==> config.mk <==
export PLATFORM = sky130hd
export DESIGN_NAME = ismc_top
export DESIGN_NICKNAME = d
export VERILOG_FILES = /design/src/hdl/ismc_pkg.sv /design/src/hdl/ismc_route_if.sv /design/src/hdl/ismc_source.sv /design/src/hdl/ismc_top.sv
export SDC_FILE = /design/constraint.sdc
export NUM_CORES = 1
export LEC_CHECK = 0
export BUFFER_PORTS_ARGS = -buffer_cell sky130_fd_sc_hd__buf_4
export CAP_MARGIN = 20
export CORE_ASPECT_RATIO = 0.7
export CORE_MARGIN = 10
export CORE_UTILIZATION = 49
export CTS_BUF_LIST = sky130_fd_sc_hd__clkbuf_16
export DETAILED_ROUTE_END_ITERATION = 16
export HOLD_SLACK_MARGIN = 0.02
export PLACE_DENSITY = 0.84
export SLEW_MARGIN = 30
export SYNTH_ARGS = -nofsm -noshare
export SYNTH_HDL_FRONTEND = slang
export SYNTH_SLANG_ARGS = --single-unit
==> constraint.sdc <==
create_clock -name clk -period 3.8 [get_ports clk]
set_input_delay 0.76 -clock clk [delete_from_list [all_inputs] [get_ports clk]]
set_output_delay 0.76 -clock clk [all_outputs]
set_load 0.05 [all_outputs]
==> src/hdl/ismc_pkg.sv <==
// Constants and types for the interrupt source mode control slice.
// Operation
// Active-state field value 01 means high level
// Bit 28 selects DMA trigger per source (code: bit 4 of each source byte, bit 20 for source 34, bit 28 for source 35)
// Selector 0: field is priority level 1-7
// Selector 0, field 000: request not forwarded
// Selector 1: field selects DMA channel 0-7
// Reset clears all bits; gaps read zero
package ismc_pkg;

    // ------------------------------------------------------------
    // Register map
    // ------------------------------------------------------------
    localparam logic [3:0] ADDR_MODE        = 4'h0;
    localparam logic [3:0] ADDR_IRQ_STATUS  = 4'h1;
    localparam logic [3:0] ADDR_IRQ_ENABLE  = 4'h2;
    localparam logic [3:0] ADDR_IRQ_CLEAR   = 4'h3;
    localparam logic [3:0] ADDR_REQ_STATE   = 4'h4;

    // ------------------------------------------------------------
    // Field layout of one source's byte within the mode register
    // ------------------------------------------------------------
    localparam int SRC34_BYTE       = 16;
    localparam int SRC35_BYTE       = 24;
    localparam int SEL_LSB          = 0;
    localparam int DMA_SEL_BIT      = 4;
    localparam int ACT_LSB          = 5;
    localparam logic [7:0] SRC_MASK = 8'h77;
    localparam logic [31:0] MODE_RESET = 32'h0000_0000;

    localparam logic [1:0] ACT_HIGH_LEVEL = 2'h1;
    localparam logic [2:0] SEL_DISABLED   = 3'h0;

    // Status bits: per source, request to CPU and DMA trigger issued.
    localparam int STAT_W = 4;
    localparam logic [STAT_W-1:0] STAT_RESET = 4'h0;

    typedef struct packed {
        logic [1:0] act;
        logic       dma_sel;
        logic [2:0] sel;
    } ismc_src_cfg_t;

    function automatic ismc_src_cfg_t ismc_unpack(input logic [7:0] b);
        ismc_src_cfg_t c;
        c.act     = b[ACT_LSB+1:ACT_LSB];
        c.dma_sel = b[DMA_SEL_BIT];
        c.sel     = b[SEL_LSB+2:SEL_LSB];
        return c;
    endfunction

endpackage

==> src/hdl/ismc_route_if.sv <==
// Interface carrying one source's decoded routing between the modules.
interface ismc_route_if;
    logic       cpu_req;
    logic [2:0] cpu_level;
    logic       dma_req;
    logic [7:0] dma_chan;

    modport src (output cpu_req, output cpu_level, output dma_req, output dma_chan);
    modport dst (input cpu_req, input cpu_level, input dma_req, input dma_chan);
endinterface

==> src/hdl/ismc_source.sv <==
// One source: decodes its mode byte into a CPU or DMA request.
module ismc_source
(
    // Configuration
    input  wire logic [7:0] cfg_byte,
    // Synchronised request level
    input  wire logic       req_level,
    // Routed result
    ismc_route_if.src       route
);
    ismc_pkg::ismc_src_cfg_t cfg;
    logic                    active;

    always_comb
    begin
        cfg    = ismc_pkg::ismc_unpack(cfg_byte);
        // Only the high-level encoding is defined for these sources.
        active = req_level && (cfg.act == ismc_pkg::ACT_HIGH_LEVEL);
        route.cpu_req   = active && !cfg.dma_sel
                          && (cfg.sel != ismc_pkg::SEL_DISABLED);
        route.cpu_level = cfg.dma_sel ? 3'h0 : cfg.sel;
        route.dma_req   = active && cfg.dma_sel;
        route.dma_chan  = 8'h00;
        if (route.dma_req)
        begin
            route.dma_chan[cfg.sel] = 1'b1;
        end
    end
endmodule

==> src/hdl/ismc_top.sv <==
// Mode control slice for sources 34 and 35 with register port and interrupt.
//
// Our own choices: the register offsets and the plain strobed port.
module ismc_top
(
    // Clock and reset
    input  wire logic        clk,
    input  wire logic        srst,
    // Register port
    input  wire logic [3:0]  reg_addr,
    input  wire logic [31:0] reg_wdata,
    input  wire logic        reg_wr,
    input  wire logic        reg_rd,
    output logic      [31:0] reg_rdata,
    // Request pins, index 0 is source 34, index 1 is source 35
    input  wire logic        compare_group_irq,
    input  wire logic        time_base_tick_irq,
    // Routed outputs
    output logic      [2:0]  src34_cpu_level,
    output logic             src34_cpu_req,
    output logic      [2:0]  src35_cpu_level,
    output logic             src35_cpu_req,
    output logic      [7:0]  dma_trigger,
    // Interrupt
    output logic             irq
);
    // ------------------------------------------------------------
    // Pin synchronisers
    // ------------------------------------------------------------
    logic [1:0] sync1_reg;
    logic [1:0] sync1_next;
    logic [1:0] sync2_reg;
    logic [1:0] sync2_next;

    always_comb
    begin
        sync1_next = {time_base_tick_irq, compare_group_irq};
        sync2_next = sync1_reg;
    end

    always_ff @(posedge clk)
    begin
        sync1_reg <= sync1_next;
        sync2_reg <= sync2_next;
    end

    // ------------------------------------------------------------
    // Register state
    // ------------------------------------------------------------
    logic [31:0]                 mode_reg;
    logic [31:0]                 mode_next;
    logic [ismc_pkg::STAT_W-1:0] stat_reg;
    logic [ismc_pkg::STAT_W-1:0] stat_next;
    logic [ismc_pkg::STAT_W-1:0] en_reg;
    logic [ismc_pkg::STAT_W-1:0] en_next;
    logic [31:0]                 rdata_reg;
    logic [31:0]                 rdata_next;
    logic [ismc_pkg::STAT_W-1:0] events;
    logic [ismc_pkg::STAT_W-1:0] clr;
    logic                        wr_mode;
    logic                        wr_enable;
    logic                        wr_clear;
    logic [7:0]                  src_cfg [2];

    // ------------------------------------------------------------
    // Source decoders
    // ------------------------------------------------------------
    // Index 0 is source 34 and index 1 is source 35, in the same order as the pins.
    ismc_route_if src_route [2] ();

    assign src_cfg[0] = mode_reg[ismc_pkg::SRC34_BYTE +: 8];
    assign src_cfg[1] = mode_reg[ismc_pkg::SRC35_BYTE +: 8];

    generate
        for (genvar s = 0; s < 2; s++)
        begin : g_src
            ismc_source u_src
            (
                .cfg_byte  (src_cfg[s]),
                .req_level (sync2_reg[s]),
                .route     (src_route[s].src)
            );
        end
    endgenerate

    // ------------------------------------------------------------
    // Register port decode
    // ------------------------------------------------------------
    // Every write group qualifies the strobe through this one helper, so a
    // change of the map cannot leave two groups decoding different addresses.
    function automatic logic reg_hit
    (
        input logic       strobe,
        input logic [3:0] addr,
        input logic [3:0] target
    );
        return strobe && (addr == target);
    endfunction

    always_comb
    begin
        wr_mode   = reg_hit(reg_wr, reg_addr, ismc_pkg::ADDR_MODE);
        wr_enable = reg_hit(reg_wr, reg_addr, ismc_pkg::ADDR_IRQ_ENABLE);
        wr_clear  = reg_hit(reg_wr, reg_addr, ismc_pkg::ADDR_IRQ_CLEAR);
    end

    // ------------------------------------------------------------
    // Mode register
    // ------------------------------------------------------------
    always_comb
    begin
        mode_next = mode_reg;
        if (wr_mode)
        begin
            // Reserved positions stay zero so they always read back as zero.
            mode_next = '0;
            mode_next[ismc_pkg::SRC34_BYTE +: 8] =
                reg_wdata[ismc_pkg::SRC34_BYTE +: 8] & ismc_pkg::SRC_MASK;
            mode_next[ismc_pkg::SRC35_BYTE +: 8] =
                reg_wdata[ismc_pkg::SRC35_BYTE +: 8] & ismc_pkg::SRC_MASK;
        end
    end

    always_ff @(posedge clk)
    begin
        if (srst)
        begin
            mode_reg <= ismc_pkg::MODE_RESET;
        end
        else
        begin
            mode_reg <= mode_next;
        end
    end

    // ------------------------------------------------------------
    // Interrupt enable register
    // ------------------------------------------------------------
    always_comb
    begin
        en_next = en_reg;
        if (wr_enable)
        begin
            en_next = reg_wdata[ismc_pkg::STAT_W-1:0];
        end
    end

    always_ff @(posedge clk)
    begin
        if (srst)
        begin
            en_reg <= ismc_pkg::STAT_RESET;
        end
        else
        begin
            en_reg <= en_next;
        end
    end

    // ------------------------------------------------------------
    // Interrupt status register
    // ------------------------------------------------------------
    always_comb
    begin
        clr    = '0;
        events = {src_route[1].dma_req, src_route[1].cpu_req,
                  src_route[0].dma_req, src_route[0].cpu_req};
        if (wr_clear)
        begin
            clr = reg_wdata[ismc_pkg::STAT_W-1:0];
        end
        // A new event in the clearing cycle keeps its bit set.
        stat_next = (stat_reg & ~clr) | events;
    end

    always_ff @(posedge clk)
    begin
        if (srst)
        begin
            stat_reg <= ismc_pkg::STAT_RESET;
        end
        else
        begin
            stat_reg <= stat_next;
        end
    end

    // ------------------------------------------------------------
    // Read data
    // ------------------------------------------------------------
    // Data stand for one cycle after the strobe and are zero otherwise.
    always_comb
    begin
        rdata_next = 32'h0000_0000;
        if (reg_rd)
        begin
            case (reg_addr)
                ismc_pkg::ADDR_MODE:       rdata_next = mode_reg;
                ismc_pkg::ADDR_IRQ_STATUS: rdata_next = {28'h0, stat_reg};
                ismc_pkg::ADDR_IRQ_ENABLE: rdata_next = {28'h0, en_reg};
                ismc_pkg::ADDR_REQ_STATE:  rdata_next = {30'h0, sync2_reg};
                default:                   rdata_next = 32'h0000_0000;
            endcase
        end
    end

    always_ff @(posedge clk)
    begin
        if (srst)
        begin
            rdata_reg <= 32'h0000_0000;
        end
        else
        begin
            rdata_reg <= rdata_next;
        end
    end

    // ------------------------------------------------------------
    // Outputs
    // ------------------------------------------------------------
    assign reg_rdata       = rdata_reg;
    assign src34_cpu_req   = src_route[0].cpu_req;
    assign src34_cpu_level = src_route[0].cpu_level;
    assign src35_cpu_req   = src_route[1].cpu_req;
    assign src35_cpu_level = src_route[1].cpu_level;
    assign dma_trigger     = src_route[0].dma_chan | src_route[1].dma_chan;
    assign irq             = |(stat_reg & en_reg);
endmodule

## Word-level counts from Yosys, hierarchy flattened

Index checks and enable logic that the tools add are counted.

| storage, ports and cells | value |
|---|---|
| input bits | 42 |
| flip-flop bits (word level) | 56 |
| output and inout bits | 49 |
| logic and storage cells | 52 |

| cells by class | value |
|---|---|
| $lt $le $gt $ge | 4 |
| eq/ne operators | 6 |
| reduce and logical (&&, ||, !) cells | 20 |
| bitwise gates (word level) | 6 |
| muxes and demuxes | 10 |

Operators with widths:

| cell | number |
|---|---|
| one-hot mux 31 bit (4 select lines) | 1 |
| 2-to-1 mux 8 bit | 2 |
| logical AND 1 bit | 13 |
| bitwise AND 4 bit | 2 |
| == test 4 x 2 -> 1 bit, second input constant | 2 |
| < comparator 3 x 4 -> 1 bit, second input constant | 2 |
| OR 8 bit | 1 |
| demux 1 bit (select 3 bit) | 2 |
| >= comparator 3 x 1 -> 1 bit, second input constant | 2 |
| 2-to-1 mux 3 bit | 2 |
| nonzero test 3 bit | 2 |
| == test 2 x 1 -> 1 bit, second input constant | 2 |
| == test 4 x 1 -> 1 bit, second input constant | 1 |
| == test 4 x 3 -> 1 bit, second input constant | 1 |
| logical NOT 4 bit | 1 |
| 2-to-1 mux 4 bit | 1 |
| NOT 4 bit | 1 |
| OR 4 bit | 1 |
| OR reduction 4 bit | 1 |
| logical NOT 1 bit | 2 |
| 2-to-1 mux 1 bit | 2 |
| OR reduction 2 bit | 1 |
| NOT 1 bit | 1 |

## Depth between registers and ports, before layout

Gate-level depths: netlist of the first run.

| logic depth | value |
|---|---|
| depth in word-level cells | 6 |
| depth in mapped cells | 4 |
| mapped depth without buffers | 3 |

## Hierarchy

A second synthesis of the first run with hierarchy kept.

| second synthesis, totals | value |
|---|---|
| cells, all modules | 216 |
| area, all modules | 2078.2 um^2 |

Modules (own cells, without submodules):

| module | area each (um^2) | sequential area each (um^2) | times used | cells each |
|---|---|---|---|---|
| ismc_top | 1735.4 | 800.8 | 1 | 174 |
| ismc_source | 171.4 | 0.0 | 2 | 21 |

## Least setup slack after synthesis of the first run

OpenSTA, ideal clock, no wires.

| timing | value |
|---|---|
| path type | register to output |
| from | register mode_reg[20] |
| to | output port dma_trigger[4] |
| buffers on the path | 0 |
| required time | 3.040 ns |
| setup slack | 0.987 ns |
| cell stages (with the launch flop) | 4 |
| arrival time | 2.053 ns |
| cells stage by stage | dfxtp_1 nand4b_1 or2_2 o32ai_1 |

| between the ends | value |
|---|---|
| cells in the longest elaborated chain, start to end | 3 |

RTL lines:

| what | line | RTL |
|---|---|---|
| start: declaration | ismc_top.sv:50 | `logic [31:0] mode_reg;` |
| start signal: assignment | ismc_top.sv:128 | `mode_reg <= ismc_pkg::MODE_RESET;` |
| start signal: assignment | ismc_top.sv:132 | `mode_reg <= mode_next;` |
| logical AND 1 bit | ismc_source.sv:22 | `route.dma_req = active && cfg.dma_sel;` |
| 2-to-1 mux 8 bit | ismc_source.sv:24 | `if (route.dma_req)` |
| OR 8 bit | ismc_top.sv:227 | `assign dma_trigger = src_route[0].dma_chan \| src_route[1].dma_chan;` |
| end: declaration | ismc_top.sv:23 | `output logic [7:0] dma_trigger,` |

No other way between the ends.

## Worst setup path in the final report of the first run

Same ends and word-level chain as after synthesis.

==> summary.txt, run 1 <==
Routing
  • DRC: 0
  • DR vias: 1528
  • DRT antenna net count: 0
  • Post-DR vias/cell: 4.96
  • Drt first pass iters: 4
  • DR iter-0 viols: 100
  • WL/cell: 15.2 um
  • Final wirelength: 4.68 mm

Clock network
  • Clock latency on the worst-skew pair: 280 ps
  • Clock root cell: clkbuf_16
  • Total CTS buffers: 5
  • Worst-case clock buffer depth: 2
  • Clock sinks: 40
  • Post-cts hold buffer count: 0
  • CTS clock-pin slew for the worst setup and hold paths: 50 ps
  • CTS H-Tree Depth: 2
  • Post-CTS Setup Inserts: 0
  • TritonCTS clock tree: done
  • # resized after CTS: 0

Setup path
  • Launching element type of the critical path: flop
  • R2r worst-path depth: 3
  • Crit Path Class: reg -> out
  • Worst Path Max Fanout: 7
  • Required @ worst endpoint: 3040 ps
  • CP Capture Type: output port
  • FF-to-FF End: stat_reg[2]$_SDFF_PP0_
  • R2r startpoint: mode_reg[28]$_SDFFE_PP0P_
  • WP data arrival: 1860 ps
  • Flop2flop setup slack: 2620 ps

Floorplan
  • Die W: 94.1 um
  • Initial Utilization: 52.3%
  • I/O pins: 91
  • Die Span Y: 71.9 um
  • Row cnt: 18
  • Die Area: 6770 sq um
  • Core area: 3600 sq um

Logic synthesis
  • Synth top area share: 42.5%
  • Gate Count Post-Synth: 202
  • Largest area contributor in the netlist: dfxtp_1
  • Most frequent cell after synthesis: dfxtp_1
  • Synth top area cells: dfxtp_1 (42%), nand2b_1 (10%), buf_4 (6.8%)
  • Sequential-to-total area share from yosys stat: 42.5%
  • Synth cell types: 35
  • Mapped Area: 1890 sq um
  • Synth Flop Type: dfxtp_1
  • Post-synth EDFFs: 0
  • Most frequent cells after synthesis: dfxtp_1 (40), nand2b_1 (31), buf_4 (17), mux2i_1 (12), and2_1 (10)
  • Asr flop ratio synth: 0%
  • Syn avg cell area: 9.33 sq um
  • Ys Warns: 0
  • Post-synthesis register bit count: 40

Timing
  • Rel. slew slack: 48.6%
  • Hold Fails Final Rpt: 0
  • Total negative slack: 0 ps
  • Slew Limit Fails: 0
  • Period minus WS final: 2620 ps
  • Final period util: 68.9%
  • Fin Hold WS: 334 ps
  • Fmax: 382 MHz
  • RSZ-0062 raised after global routing: no
  • Slew @ Worst Pin: 769 ps
  • Clock Skew: 1.83 ps
  • Final setup viols: 0

Pwr
  • Power density cells: 377 nW/um^2
  • Max VDD drop: 351 uV
  • Psw: 0.218 mW
  • Sw Ratio: 24.0%
  • Flop pwr share: 47.2%
  • Clock power share: 42.3%
  • Int Pwr: 0.690 mW
  • Leakage: 1.02 nW
  • Comb pwr share: 10.6%

Global routing
  • First-pass GRT wire length: 7.55 mm
  • Total global routing overflow: 0
  • All-Layer GR Usage: 13.7%
  • Antenna violations before repair: 0
  • Largest net degree at the start of global routing: 35
  • Vias in the first global route: 1590

Place
  • DP Cell Count: 301
  • GP Congestion: 0.866
  • I/O Buffers: 58
  • Detailed Place HPWL: 3.65 mm

Flow run
  • # Max-Cap Violations: 0

Cells and area
  • Synthesis-to-layout area growth: 27.7%
  • Layout cell share with drive strength beyond 1: 29.1%
  • ANT cells: 0
  • Reg area: 801 sq um
  • Filler cell count: 328
  • Area of the multi-input gates: 947 sq um
  • Non-filler instance count after layout: 308
  • Max reg flops: 16
  • Nets: 300

Min path
  • Hold Path Origin: sync1_reg[0]$_DFF_P_
  • Hold Path End: sync2_reg[0]$_DFF_P_
  • Worst Hold Class: reg -> reg
  • Cells on Worst Hold Path: 0

Outcome
  • Status: completed
-- worst max-delay path, cell delays in order, from the launching register on --
cell and delay, ps:
dfxtp_1 440, nand4b_1 190, or2_2 360, o32ai_1 320, buf_4 270
-- cell type report --
class                           count  share of cell area [%]
Timing Repair Buffer               58                    18.1
Inverter                            8                    1.25
Clock inverter                      2                   0.312
Sequential cell                    40                    33.2
Multi-Input combinational cell    145                    39.3
Tap cell                           50                    2.60
Clock buffer                        5                    5.19
-- worst max path at each step --
| stage | start | end | slack (ps) | cells past startpoint |
|---|---|---|---|---|
| final | mode_reg[20]$_SDFFE_PP0P_ | dma_trigger[4] | 1180 | 4 |
| after global routing | mode_reg[20]$_SDFFE_PP0P_ | dma_trigger[4] | 1110 | 4 |
| after CTS | mode_reg[20]$_SDFFE_PP0P_ | dma_trigger[4] | 1160 | 4 |
| after detailed placement | mode_reg[20]$_SDFFE_PP0P_ | dma_trigger[4] | 1470 | 4 |
| after global placement | reg_addr[2] | mode_reg[16]$_SDFFE_PP0P_ | 1510 | 4 |
| after floorplan | mode_reg[20]$_SDFFE_PP0P_ | dma_trigger[4] | 990 | 3 |
-- routing by layer --
metal / routed length (um) / track usage [%] / vias up
li1: - / - / 768
met1: 2200 / 17.2 / 704
met2: 2070 / 20.6 / 48
met3: 339 / 5.96 / 8
met4: 63 / 4.54 / 0
met5: 0 / 0 / -
-- power groups by stage --
stage	logic (mW)	clock network (mW)	registers, mW
global route	0.102	0.409	0.428
detailed placement	0.0948	0	0.437
global placement	0.0936	0	0.437
CTS	0.0949	0.392	0.428
finish	0.0958	0.384	0.428
floorplan	0.0791	0	0.436
-- placed cells by master (no fill, tap or decap), types with 8 or more instances in the layout --
master / n
mux2i_1: 12
conb_1: 16
buf_4: 58
nand2b_1: 31
o21ai_0: 9
a21oi_1: 8
inv_1: 8
and2_1: 10
dfxtp_1: 40
-- metrics by stage --
step / util, % / power (mW) / cell area (sq um) / worst slack (ps)
2_1_floorplan: - / 0.515 / 1940 / 987
3_3_place_gp: 63.2 / 0.530 / 2280 / 1510
3_5_place_dp: 63.2 / 0.532 / 2280 / 1470
4_1_cts: 66.8 / 0.915 / 2410 / 1160
5_1_grt: 66.8 / 0.940 / 2410 / 1110
6_report: 66.8 / 0.908 / 2410 / 1180
-- cells by family (layout without fill, tap and decap cells) --
logic type               Yosys count  count (layout)  share of synthesized area (%)
buffers and inverters             32              73                           10.3
multiplexers                      12              12                           6.37
AO/OA/AOI/OAI                     31              31                           9.95
flip-flops                        40              40                           42.5
other                              1              16                          0.199
AND/OR/NAND/NOR                   85              85                           30.2
adder cells (fa/ha/maj)            1               1                          0.531
Power figures use the tool's default switching activity.
==> run 2, diff against run 1 <==
--- a/config.mk
+++ b/config.mk
@@ -5,15 +5,16 @@
 export SDC_FILE = /design/constraint.sdc
 export NUM_CORES = 1
 export LEC_CHECK = 0
+export ABC_AREA = 1
 export BUFFER_PORTS_ARGS = -buffer_cell sky130_fd_sc_hd__buf_4
 export CAP_MARGIN = 20
 export CORE_ASPECT_RATIO = 0.7
 export CORE_MARGIN = 10
-export CORE_UTILIZATION = 49
+export CORE_UTILIZATION = 45
 export CTS_BUF_LIST = sky130_fd_sc_hd__clkbuf_16
 export DETAILED_ROUTE_END_ITERATION = 16
 export HOLD_SLACK_MARGIN = 0.02
-export PLACE_DENSITY = 0.84
+export PLACE_DENSITY = 0.79
 export SLEW_MARGIN = 30
 export SYNTH_ARGS = -nofsm -noshare
 export SYNTH_HDL_FRONTEND = slang
==> constraint.sdc (replaced) <==
create_clock -name clk -period 2.7 [get_ports clk]
set_input_delay 0.54 -clock clk [delete_from_list [all_inputs] [get_ports clk]]
set_output_delay 0.54 -clock clk [all_outputs]
set_load 0.05 [all_outputs]
==> summary.txt, run 2 <==
Outcome
  • Status: completed

Clock network
  • Post-CTS Setup Inserts: 0 (unchanged)
  • TritonCTS clock tree: done
  • Total CTS buffers: 5 (unchanged)
  • Post-cts hold buffer count: 0 (unchanged)
  • CTS H-Tree Depth: 2 (unchanged)
  • # resized after CTS: 0 (unchanged)
  • Clock root cell: clkbuf_16
  • Clock latency on the worst-skew pair: 280 ps (about the same)
  • Worst-case clock buffer depth: 2 (unchanged)
  • Clock sinks: 40 (unchanged)
  • CTS clock-pin slew for the worst setup and hold paths: 50 ps (about the same)

Timing
  • Final period util: 77.3%
  • Slew Limit Fails: 0 (unchanged)
  • Fin Hold WS: 328 ps (-6.43 ps)
  • Setup WS post-layout: 613 ps (-568 ps)
  • Total negative slack: 0 ps (unchanged)
  • Hold Fails Final Rpt: 0 (unchanged)
  • Period minus WS final: 2090 ps
  • Fmax: 479 MHz
  • Clock Skew: 1.96 ps (+0.125 ps)
  • RSZ-0062 raised after global routing: no
  • Final setup viols: 0 (unchanged)

Setup path
  • R2r worst-path depth: 4 (+1)
  • Worst Path Max Fanout: 9 (+2)
  • Flop2flop setup slack: 1630 ps (-990 ps)
  • WP data arrival: 1550 ps (-310 ps)
  • Required @ worst endpoint: 2160 ps (-880 ps)
  • Crit path to: dma_trigger[0]
  • R2r startpoint: mode_reg[16]$_SDFFE_PP0P_
  • Launching element type of the critical path: flop
  • Origin of the worst setup path: mode_reg[21]$_SDFFE_PP0P_
  • CP Capture Type: output port
  • Crit Path Class: reg -> out
  • FF-to-FF End: stat_reg[0]$_SDFF_PP0_

Logic synthesis
  • Sequential-to-total area share from yosys stat: 43.8% (+1.3 points)
  • Gate Count Post-Synth: 239 (+18%)
  • Synth Flop Type: dfxtp_1
  • Mapped Area: 1830 sq um (-3.0%)
  • Synth top area share: 43.8% (+1.3 points)
  • Post-synth EDFFs: 0 (unchanged)
  • Syn avg cell area: 7.65 sq um (-18%)
  • Synth top area cells: dfxtp_1 (44%), nand2_1 (10%), buf_4 (6.6%)
  • Most frequent cells after synthesis: nand2_1 (50), dfxtp_1 (40), inv_1 (24), nor2_1 (23), buf_4 (16)
  • Post-synthesis register bit count: 40 (unchanged)
  • Ys Warns: 0 (unchanged)
  • Most frequent cell after synthesis: nand2_1
  • Asr flop ratio synth: 0% (unchanged)
  • Largest area contributor in the netlist: dfxtp_1
  • Synth cell types: 23 (-34%)

Pwr
  • Power Total: 1.27 mW (+40%)
  • Max VDD drop: 368 uV (+5.1%)
  • Leakage: 1.05 nW (+2.8%)
  • Power density cells: 543 nW/um^2 (+44%)

Min path
  • Hold Path Origin: sync1_reg[0]$_DFF_P_
  • Worst Hold Class: reg -> reg

Cells and area
  • ANT cells: 0 (unchanged)
  • Nets: 338 (+13%)
  • Max reg flops: 16 (unchanged)
  • Synthesis-to-layout area growth: 28.3%
  • Commonest cells after routing, fill and taps aside: buf_4 (59), nand2_1 (50), dfxtp_1 (40), inv_1 (25), nor2_1 (23)
  • Non-filler instance count after layout: 348 (+13%)
  • Post-route cell area: 2350 sq um (-2.5%)
  • Most common cell after layout, fill and taps aside: buf_4
  • Core Util, Final: 59.8% (-7.0 points)
  • Layout cell share with drive strength beyond 1: 31.1% (+2.0 points)

Floorplan
  • I/O pins: 91 (unchanged)
  • Row cnt: 19 (+1)
  • Die Area: 7060 sq um (+4.2%)
  • Die W: 96.2 um (+2.2%)
  • Die Span Y: 73.3 um (+2.0%)
  • Initial Utilization: 46.6% (-5.7 points)
  • Core area: 3920 sq um (+8.9%)

Place
  • Placed cell areas: 2210 sq um (-2.7%)
  • GP Congestion: 0.885 (+2.2%)
  • I/O Buffers: 58 (unchanged)
  • Place WS: 914 ps (-551 ps)
  • Detailed Place HPWL: 3.68 mm (+0.79%)
  • DP Cell Count: 341 (+13%)

Global routing
  • All-Layer GR Usage: 13.2% (-0.56 points)
  • Largest net degree at the start of global routing: 18 (-49%)
  • Antenna violations before repair: 0 (unchanged)
  • First-pass GRT wire length: 7.24 mm (-4.1%)
  • Vias in the first global route: 1516 (-4.7%)
  • Total global routing overflow: 0 (unchanged)

Routing
  • Final wirelength: 4.63 mm (-0.94%)
  • Post-DR vias/cell: 4.66 (-6.1%)
  • DRT antenna net count: 0 (unchanged)
  • DR iter-0 viols: 116 (+16%)
  • Drt first pass iters: 4 (unchanged)
  • DRC: 0 (unchanged)
  • DR vias: 1621 (+6.1%)
  • WL/cell: 13.3 um (-12%)

Flow run
  • # Max-Cap Violations: 0 (unchanged)
run 2: cell count changes after synthesis, moves of 11 or more:
| cell | delta |
|---|---|
| nor2_1 | +18 |
| mux2i_1 | -12 |
| inv_1 | +16 |
| nand4_1 | +11 |
| nand2_1 | +47 |
| nand2b_1 | -31 |
run 2: how the worst min path moves through the flow:
stage	to	slack, ps	depth (start not counted)
final	sync2_reg[0]$_DFF_P_	330	0
after global placement	sync2_reg[0]$_DFF_P_	320	0
after global routing	sync2_reg[0]$_DFF_P_	330	0
after detailed placement	sync2_reg[1]$_DFF_P_	320	0
after floorplan	sync2_reg[0]$_DFF_P_	310	0
after CTS	sync2_reg[1]$_DFF_P_	330	0
run 2: critical path: stages, from the launching register on:
cell	delay, ps
dfxtp_1	380
nand2_1	70
nor2_1	140
nand2_1	210
o22ai_1	240
buf_4	230
run 2: power by group:
group	switching, mW	total, mW	leakage [nW]	internal, mW
clock	0.209	0.540	0.0709	0.331
sequential	0.00585	0.604	0.324	0.598
combinational	0.0962	0.131	0.652	0.0346
total	0.311	1.27	1.05	0.964
run 2: cell families after synthesis:
group / after synthesis / share of synthesized area [%]
other: 1 / 0.205
buffers and inverters: 50 / 15.3
AOI/OAI and AO/OA: 26 / 9.64
DFF: 40 / 43.8
and+or+nand+nor: 122 / 31.1
run 2: per-layer routing:
metal	track usage [%]	wire length (um)	part of all wire [%]
met1	16.8	2070	45
met2	18.5	1940	42
met3	4.68	544	12
met4	7.67	74	1.6
met5	0	0	0
run 2: layout make-up:
class                           instances  area, sq um
Clock inverter                          2         8.76
Sequential cell                        40          801
Tap cell                               52         65.1
Inverter                               26         98.8
Timing Repair Buffer                   59          443
Multi-Input combinational cell        164          806
Fill cell                             378         1580
Clock buffer                            5          125
